`src/rtl/sacf_defs.svh`:
```
// Constants of the secure authenticator command framer
`ifndef SACF_DEFS_SVH
`define SACF_DEFS_SVH

`define SACF_CMD_START 8'h66
`define SACF_FC_SIGN_PAGE 8'ha5
`define SACF_FC_AUTH_WRITE 8'h89
`define SACF_FC_CERT_CHECK 8'h59
`define SACF_FC_READ_PUBKEY 8'hcb
`define SACF_FC_PROTECT 8'hc3
`define SACF_CRC16_POLY 16'ha001
`define SACF_CRC16_INIT 16'h0000
`define SACF_MAX_DATA 8'hfe
`define SACF_MEM_AW 8

`endif

```
`src/rtl/sacf_pkg.sv`:
```
// Types of the secure authenticator command framer
package sacf_pkg;

  typedef enum logic [4:0] {
    SACF_WAIT_RST = 5'h00,
    SACF_WAIT_ROM = 5'h01,
    SACF_START = 5'h02,
    SACF_LEN = 5'h03,
    SACF_CODE = 5'h04,
    SACF_PARAM = 5'h05,
    SACF_CRC1_LO = 5'h06,
    SACF_CRC1_HI = 5'h07,
    SACF_RELEASE = 5'h08,
    SACF_BUSY = 5'h09,
    SACF_DUMMY = 5'h0a,
    SACF_TX_LEN = 5'h0b,
    SACF_TX_RES = 5'h0c,
    SACF_TX_DATA = 5'h0d,
    SACF_CRC2_LO = 5'h0e,
    SACF_CRC2_HI = 5'h0f,
    SACF_HALT = 5'h10
  } sacf_state_t;

  typedef enum logic [2:0] {
    SACF_K_NONE = 3'h0,
    SACF_K_SIGN_PAGE = 3'h1,
    SACF_K_AUTH_WRITE = 3'h2,
    SACF_K_CERT_CHECK = 3'h3,
    SACF_K_READ_PUBKEY = 3'h4,
    SACF_K_PROTECT = 3'h5,
    SACF_K_OTHER = 3'h6
  } sacf_kind_t;

  typedef struct packed {
    sacf_state_t st;
    logic rst_seen;
    logic armed;
    logic [7:0] len;
    logic [7:0] cnt;
    logic [7:0] code;
    sacf_kind_t kind;
    logic cmd_start;
    logic spu;
    logic [7:0] res;
    logic [7:0] dlen;
    logic [7:0] idx;
    logic pend;
    logic tx_valid;
    logic [7:0] tx_data;
    logic frame_err;
    logic done;
  } sacf_regs_t;

  typedef struct packed {
    logic [15:0] crc;
  } sacf_crc_regs_t;

endpackage

```
`src/rtl/sacf_mem_if.sv`:
```
// Port bundle of a byte memory
`timescale 1ns/1ps
interface sacf_mem_if;
  logic we;
  logic [7:0] waddr;
  logic [7:0] wdata;
  logic [7:0] raddr;
  logic [7:0] rdata;

  modport user (output we, output waddr, output wdata, output raddr, input rdata);
  modport mem (input we, input waddr, input wdata, input raddr, output rdata);
endinterface

```
`src/rtl/sacf_crc16.sv`:
```
// Bytewise 16-bit CRC register, least significant bit first
`timescale 1ns/1ps
`include "sacf_defs.svh"
module sacf_crc16
  import sacf_pkg::*;
(
  // Clock and reset
  input wire logic ref_clk,
  input wire logic arst_n,
  // Control
  input wire logic clr,
  input wire logic en,
  input wire logic [7:0] data,
  // Result
  output logic [15:0] crc
);

  sacf_crc_regs_t q;
  sacf_crc_regs_t d;
  logic [15:0] chain [0:8];

  assign chain[0] = q.crc;

  genvar b;
  generate
    for (b = 0; b < 8; b++) begin : g_bit
      logic fb;
      assign fb = chain[b][0] ^ data[b];
      assign chain[b + 1] = fb ? ((chain[b] >> 1) ^ `SACF_CRC16_POLY) : (chain[b] >> 1);
    end
  endgenerate

  always_comb begin
    d = q;
    if (clr) begin
      d.crc = `SACF_CRC16_INIT;
    end else if (en) begin
      d.crc = chain[8];
    end
  end

  always_ff @(posedge ref_clk or negedge arst_n) begin
    if (!arst_n) begin
      q <= '{crc: `SACF_CRC16_INIT};
    end else begin
      q <= d;
    end
  end

  assign crc = q.crc;

endmodule

```
`src/rtl/sacf_mem.sv`:
```
// Byte memory with registered read data
`timescale 1ns/1ps
`include "sacf_defs.svh"
module sacf_mem
  import sacf_pkg::*;
(
  // Clock and reset
  input wire logic ref_clk,
  input wire logic arst_n,
  // Memory ports
  sacf_mem_if.mem port
);

  logic [7:0] store [0:(1 << `SACF_MEM_AW) - 1];
  logic [7:0] rdata_q;

  always_ff @(posedge ref_clk) begin
    if (port.we) begin
      store[port.waddr] <= port.wdata;
    end
  end

  always_ff @(posedge ref_clk or negedge arst_n) begin
    if (!arst_n) begin
      rdata_q <= 8'h00;
    end else begin
      rdata_q <= store[port.raddr];
    end
  end

  assign port.rdata = rdata_q;

endmodule

```
`src/rtl/sacf_top.sv`:
```
// Command framer of a single-wire secure authenticator, byte level
`timescale 1ns/1ps
`include "sacf_defs.svh"
module sacf_top
  import sacf_pkg::*;
(
  // Clock and reset
  input wire logic ref_clk,
  input wire logic arst_n,
  // Bus events from the slot and ROM layers
  input wire logic bus_reset,
  input wire logic rom_done,
  // Received bytes
  input wire logic rx_valid,
  input wire logic [7:0] rx_data,
  // Bytes to send
  input wire logic tx_take,
  output logic tx_valid,
  output logic [7:0] tx_data,
  // Command towards the function engine
  output logic cmd_start,
  output logic [7:0] cmd_code,
  output logic [2:0] cmd_kind,
  output logic [7:0] param_len,
  input wire logic [7:0] param_raddr,
  output logic [7:0] param_rdata,
  // Answer from the function engine
  input wire logic rsp_done,
  input wire logic [7:0] rsp_result,
  input wire logic [7:0] rsp_len,
  input wire logic rsp_we,
  input wire logic [7:0] rsp_waddr,
  input wire logic [7:0] rsp_wdata,
  // Status
  output logic spu_active,
  output logic armed,
  output logic frame_err,
  output logic frame_done
);

  sacf_regs_t q;
  sacf_regs_t d;
  logic [15:0] crc;
  logic crc_clr;
  logic crc_en;
  logic [7:0] crc_data;
  logic take;

  sacf_mem_if param_bus ();
  sacf_mem_if rsp_bus ();

  ////////////////////////////////////////////////////////////////////////////
  // Memories and CRC

  sacf_mem u_param_mem (
    .ref_clk(ref_clk),
    .arst_n(arst_n),
    .port(param_bus.mem)
  );

  sacf_mem u_rsp_mem (
    .ref_clk(ref_clk),
    .arst_n(arst_n),
    .port(rsp_bus.mem)
  );

  assign param_bus.we = (q.st == SACF_PARAM) && rx_valid;
  assign param_bus.waddr = q.cnt;
  assign param_bus.wdata = rx_data;
  assign param_bus.raddr = param_raddr;
  assign param_rdata = param_bus.rdata;

  assign rsp_bus.we = rsp_we;
  assign rsp_bus.waddr = rsp_waddr;
  assign rsp_bus.wdata = rsp_wdata;
  assign rsp_bus.raddr = q.idx;

  sacf_crc16 u_crc (
    .ref_clk(ref_clk),
    .arst_n(arst_n),
    .clr(crc_clr),
    .en(crc_en),
    .data(crc_data),
    .crc(crc)
  );

  assign take = q.tx_valid && tx_take;

  ////////////////////////////////////////////////////////////////////////////
  // Command decode

  function automatic sacf_kind_t decode(input logic [7:0] code);
    sacf_kind_t k;
    k = SACF_K_OTHER;
    unique case (code)
      `SACF_FC_SIGN_PAGE: k = SACF_K_SIGN_PAGE;
      `SACF_FC_AUTH_WRITE: k = SACF_K_AUTH_WRITE;
      `SACF_FC_CERT_CHECK: k = SACF_K_CERT_CHECK;
      `SACF_FC_READ_PUBKEY: k = SACF_K_READ_PUBKEY;
      `SACF_FC_PROTECT: k = SACF_K_PROTECT;
      default: k = SACF_K_OTHER;
    endcase
    return k;
  endfunction

  ////////////////////////////////////////////////////////////////////////////
  // Framing sequence

  always_comb begin
    d = q;
    d.cmd_start = 1'b0;
    d.done = 1'b0;
    crc_clr = 1'b0;
    crc_en = 1'b0;
    crc_data = rx_data;
    unique case (q.st)
      SACF_WAIT_RST: begin
        d.st = SACF_WAIT_RST;
      end
      SACF_WAIT_ROM: begin
        if (rom_done) begin
          d.armed = 1'b1;
          d.st = SACF_START;
        end
      end
      SACF_START: begin
        if (rx_valid) begin
          if (rx_data == `SACF_CMD_START) begin
            crc_clr = 1'b1;
            d.st = SACF_LEN;
          end else begin
            d.frame_err = 1'b1;
            d.st = SACF_HALT;
          end
        end
      end
      SACF_LEN: begin
        if (rx_valid) begin
          crc_en = 1'b1;
          d.len = rx_data;
          d.cnt = 8'h00;
          if (rx_data == 8'h00) begin
            d.frame_err = 1'b1;
            d.st = SACF_HALT;
          end else begin
            d.st = SACF_CODE;
          end
        end
      end
      SACF_CODE: begin
        if (rx_valid) begin
          crc_en = 1'b1;
          d.code = rx_data;
          d.kind = decode(rx_data);
          d.st = (q.len == 8'h01) ? SACF_CRC1_LO : SACF_PARAM;
        end
      end
      SACF_PARAM: begin
        if (rx_valid) begin
          crc_en = 1'b1;
          d.cnt = q.cnt + 8'h01;
          if (q.cnt + 8'h02 == q.len) begin
            d.st = SACF_CRC1_LO;
          end
        end
      end
      SACF_CRC1_LO: begin
        if (!q.tx_valid) begin
          d.tx_valid = 1'b1;
          d.tx_data = ~crc[7:0];
        end else if (take) begin
          d.tx_valid = 1'b0;
          d.st = SACF_CRC1_HI;
        end
      end
      SACF_CRC1_HI: begin
        if (!q.tx_valid) begin
          d.tx_valid = 1'b1;
          d.tx_data = ~crc[15:8];
        end else if (take) begin
          d.tx_valid = 1'b0;
          d.st = SACF_RELEASE;
        end
      end
      SACF_RELEASE: begin
        if (rx_valid) begin
          d.cmd_start = 1'b1;
          d.spu = 1'b1;
          d.st = SACF_BUSY;
        end
      end
      SACF_BUSY: begin
        if (rsp_done) begin
          d.spu = 1'b0;
          d.res = rsp_result;
          d.dlen = (rsp_len > `SACF_MAX_DATA) ? `SACF_MAX_DATA : rsp_len;
          d.st = SACF_DUMMY;
        end
      end
      SACF_DUMMY: begin
        if (rx_valid) begin
          crc_clr = 1'b1;
          d.st = SACF_TX_LEN;
        end
      end
      SACF_TX_LEN: begin
        crc_data = q.tx_data;
        if (!q.tx_valid) begin
          d.tx_valid = 1'b1;
          d.tx_data = q.dlen + 8'h01;
        end else if (take) begin
          crc_en = 1'b1;
          d.tx_valid = 1'b0;
          d.st = SACF_TX_RES;
        end
      end
      SACF_TX_RES: begin
        crc_data = q.tx_data;
        if (!q.tx_valid) begin
          d.tx_valid = 1'b1;
          d.tx_data = q.res;
        end else if (take) begin
          crc_en = 1'b1;
          d.tx_valid = 1'b0;
          d.idx = 8'h00;
          d.pend = 1'b0;
          d.st = (q.dlen == 8'h00) ? SACF_CRC2_LO : SACF_TX_DATA;
        end
      end
      SACF_TX_DATA: begin
        crc_data = q.tx_data;
        if (!q.tx_valid) begin
          // One cycle for the read data to follow the index
          if (!q.pend) begin
            d.pend = 1'b1;
          end else begin
            d.tx_valid = 1'b1;
            d.tx_data = rsp_bus.rdata;
          end
        end else if (take) begin
          crc_en = 1'b1;
          d.tx_valid = 1'b0;
          d.pend = 1'b0;
          d.idx = q.idx + 8'h01;
          if (q.idx + 8'h01 == q.dlen) begin
            d.st = SACF_CRC2_LO;
          end
        end
      end
      SACF_CRC2_LO: begin
        if (!q.tx_valid) begin
          d.tx_valid = 1'b1;
          d.tx_data = ~crc[7:0];
        end else if (take) begin
          d.tx_valid = 1'b0;
          d.st = SACF_CRC2_HI;
        end
      end
      SACF_CRC2_HI: begin
        if (!q.tx_valid) begin
          d.tx_valid = 1'b1;
          d.tx_data = ~crc[15:8];
        end else if (take) begin
          d.tx_valid = 1'b0;
          d.done = 1'b1;
          d.armed = 1'b0;
          d.st = SACF_HALT;
        end
      end
      SACF_HALT: begin
        d.st = SACF_HALT;
      end
      default: begin
        d.st = SACF_HALT;
      end
    endcase
    // A bus reset aborts any frame and demands a fresh ROM command
    if (bus_reset) begin
      d.st = SACF_WAIT_ROM;
      d.armed = 1'b0;
      d.rst_seen = 1'b1;
      d.spu = 1'b0;
      d.tx_valid = 1'b0;
      d.pend = 1'b0;
      d.frame_err = 1'b0;
      d.cmd_start = 1'b0;
    end
  end

  always_ff @(posedge ref_clk or negedge arst_n) begin
    if (!arst_n) begin
      q <= '{st: SACF_WAIT_RST, kind: SACF_K_NONE, default: '0};
    end else begin
      q <= d;
    end
  end

  ////////////////////////////////////////////////////////////////////////////
  // Outputs

  assign tx_valid = q.tx_valid;
  assign tx_data = q.tx_data;
  assign cmd_start = q.cmd_start;
  assign cmd_code = q.code;
  assign cmd_kind = q.kind;
  assign param_len = q.cnt;
  assign spu_active = q.spu;
  assign armed = q.armed;
  assign frame_err = q.frame_err;
  assign frame_done = q.done;

endmodule

```
`config.mk`:
```
export PLATFORM = sky130hd
export DESIGN_NAME = sacf_top
export DESIGN_NICKNAME = d
export VERILOG_FILES = /design/src/rtl/sacf_pkg.sv /design/src/rtl/sacf_mem_if.sv /design/src/rtl/sacf_crc16.sv /design/src/rtl/sacf_mem.sv /design/src/rtl/sacf_top.sv
export VERILOG_INCLUDE_DIRS = /design/src /design/src/rtl
export SDC_FILE = /design/constraint.sdc
export NUM_CORES = 2
export LEC_CHECK = 0
export BUFFER_PORTS_ARGS = -buffer_cell sky130_fd_sc_hd__buf_2
export CORE_MARGIN = 4
export CORE_UTILIZATION = 55
export CTS_CLUSTER_DIAMETER = 200
export DETAILED_ROUTE_END_ITERATION = 8
export PLACE_DENSITY = 0.71
export RECOVER_POWER = 100
export SLEW_MARGIN = 20
export SYNTH_ARGS = -nofsm -noshare
export SYNTH_HDL_FRONTEND = slang
export SYNTH_SLANG_ARGS = --single-unit
export TNS_END_PERCENT = 30
```
`constraint.sdc`:
```
create_clock -name ref_clk -period 6.95 [get_ports ref_clk]
set_clock_uncertainty 0.05 [all_clocks]
set_input_delay 0.695 -clock ref_clk [delete_from_list [all_inputs] [get_ports ref_clk]]
set_output_delay 0.695 -clock ref_clk [all_outputs]
set_load 0.03 [all_outputs]
```
==> results.cfg <==
[detailed_routing]
drc = 0
vias = 80570
dr.pass1.iters = 7
drtIter0Drc = 11330
wl_per_cell_microns = 31.53
ant_nets = 0
totalWireLength_microns = 386700
vias_per_cell = 6.570

[final_layout]
syn_to_final_growth_pct = 11.06
layout.nets = 8047
layout-drive-gt1-share_pct = 21.30
post-route-util_pct = 61.37

[yosys]
ys_top_cells_by_count = edfxtp_1, mux4_2, nor2_1
yosys-top-cells-area = edfxtp_1, mux4_2, mux2i_1
synthAdderAreaFrac_pct = 0.06104
synth_top_family_by_area = multiplexers
synth_cell_types = 62
synth-simple-area-share_pct = 2.330
synth_compound_area_share_pct = 2.736
avgSynthCellArea_sq_um = 20.96
synth_top_area_cell = edfxtp_1
synthArstFlopShare_pct = 2.453
netlist_area_sq_um = 164000
synthFlopType = edfxtp_1
synth_edf_count = 4096
synth_most_common_cell = edfxtp_1
yosys_warnings = 0
postSynthCellCount = 7825
syn-num-nets = 7889
synth-xor-area-share_pct = 0.2739
muxShareOfSynthArea_pct = 16.72
ys_ff_latch = 4199
seq_area_frac_synth_pct = 76.58
synth.top_cell.area_share_pct = 75.00

[clock_network]
cts_max_path_buffers = 4
clk_pin_slew_ns = 0.06
holdBufCountCts = 19
cts.sinks = 4199
cts_resized = 0
htree_levels = 5
cts_made_buffers = 406
cts_root_buf = clkbuf_16
clk_latency_ns = 0.92
tritoncts = built
cts_setup_buffers = 0

[min_path]
hold_start = bus_reset
hold_class = primary input to flop

[timing]
tightest_slew_ns = 5.396
timing.fmax_mhz = 174.5
rsz0062_at_grt = no
relSlewSlack_pct = -259.7
setup_viol = 0
hold_viol = 0
fin_crit_sh_pct = 82.46
tns_ns = 0
finalWorstSetupSlack_ns = 1.219
min_period_ns = 5.731
final_max_slew_viol_count = 3087
hold-worst-slack_ns = 0.09972

[run_status]
violations = max-capacitance violations, max-slew violations
status = finished, violations left

[grt]
gr-usage-all-layers_pct = 25.07
overflow = 0
grt_max_degree = 178
grt_first_pass_wirelength_microns = 567100
grt_pass1_vias = 80160
antenna_found_initial = 18

[die]
die-area_sq_um = 307000
design.core.area_sq_um = 296800
die_h_microns = 554.0
num_rows = 200
io_pins = 97
die_w_microns = 554.0
initial_utilization_pct = 55.26

[power_and_ir_drop]
total_power_mw = 52.54
p_leak_nw = 54.54
max-vdd-ir-drop_v = 0.0002863
powerDensity_nw_per_um2 = 288.5

[place]
dp_hpwl_microns = 224200
post-place-ws_ns = 2.333
portBuffers = 96
place.gp.congestion = 0.8371

[setup_path]
startpoint_type = flop
cp_max_fo = 58
timing.critical_path.to_type = flop
required_ns = 7.62
cp-startpoint = rsp_bus.raddr[1]
critPathArrivalTime_ns = 6.40
reg2reg_from = rsp_bus.raddr[1]
critPathKind = flop to flop

[job]
drv_cap = 51
## report_power, final
group | switching, mW | internal, mW
logic | 1.44 | 0.855
clock network | 9.36 | 12.7
registers | 0.179 | 28.0
total | 11.0 | 41.6
## cell type report
class                   instances  area (sq um)
clock inverters               248          2703
clock buffers                 492         10590
fillers                     20030        114700
flip-flops and latches       4199        125600
inverters                      13         51.30
multi-input cells            3113         36310
well taps                    3939          4928
diodes                          9         22.52
repair buffers                250          1934
## cells in the final DEF (no fill, tap or decap), drive strengths merged, types with 5 or more instances in the layout
| cell type | count |
|---|---|
| diode | 9 |
| nor4 | 5 |
| xor2 | 19 |
| nand2 | 225 |
| mux2i | 464 |
| edfxtp | 4096 |
| mux4 | 994 |
| nand4 | 8 |
| o31ai | 6 |
| xnor2 | 26 |
| a22oi | 29 |
| ha | 8 |
| bufinv | 49 |
| and3 | 10 |
| mux2 | 35 |
| clkinvlp | 13 |
| a211oi | 22 |
| dfrtp | 103 |
| nor2b | 30 |
| nand3 | 52 |
| nand2b | 10 |
| clkinv | 170 |
| o221ai | 225 |
| a21oi | 142 |
| nor2 | 547 |
| a22o | 7 |
| buf | 127 |
| o22ai | 120 |
| nor3 | 16 |
| and2 | 10 |
| clkbuf | 596 |
| o21ai | 48 |
| dlygate4sd3 | 19 |
| inv | 29 |
## per-layer routing
| metal | share of wire, % | global-route usage, % | wire, microns |
|---|---|---|---|
| met5 | 0.016 | 0 | 63 |
| met4 | 3.4 | 7.922 | 13290 |
| met3 | 9.0 | 4.064 | 34690 |
| met2 | 49 | 39.92 | 188400 |
| met1 | 39 | 36.21 | 150300 |
## cells by family after synthesis
kind of cell,count (synthesis)
AOI/OAI and AO/OA,637
xor gates and xnor gates,47
buffers and inverters,513
and+or+nand+nor,928
muxes,1493
DFF,4199
adders and majority gates,8
## registers in the layout, summed over array words and instances (netlist names)
| name | cells |
|---|---|
| u_param_mem.store | 2048 |
| cmd_start | 1 |
| param_len | 8 |
| spu_active | 1 |
| q | 30 |
| rsp_bus.raddr | 8 |
| cmd_code | 8 |
| u_param_mem.port.rdata | 8 |
| frame_err | 1 |
| u_rsp_mem.port.rdata | 8 |
| u_crc.crc | 16 |
| armed | 1 |
| frame_done | 1 |
| tx_valid | 1 |
| u_rsp_mem.store | 2048 |
| cmd_kind | 3 |
| tx_data | 8 |
## through the flow
stage          cells  instance area (sq um)
2_1_floorplan   7825                 164000
3_3_place_gp   11490                 169000
3_5_place_dp   11490                 169000
4_1_cts        12250                 182500
5_1_grt        12260                 182100
6_report       12260                 182100
## worst max-delay path: stages, from the launching register on
cell and delay (ns):
dfrtp_1 1.43, nand2b_4 0.72, buf_4 0.74, o221ai_1 0.36, o22ai_1 0.25, a21oi_1 0.11, mux4_2 0.60, a211oi_1 1.02
a31oi_1 0.16
## path summary, 6_finish.rpt
kind | end | slack, ns | cells after the start
min in group asynchronous | q[27] | 1.32 | 2
max reg2reg | u_rsp_mem.port.rdata[5] | 1.22 | 8
min | q[70] | 0.1 | 2
max | u_rsp_mem.port.rdata[5] | 1.22 | 8
min reg2reg | cmd_code[3] | 0.46 | 2
max in group asynchronous | u_param_mem.port.rdata[4] | 2.51 | 3
Power figures use the tool's default switching activity.
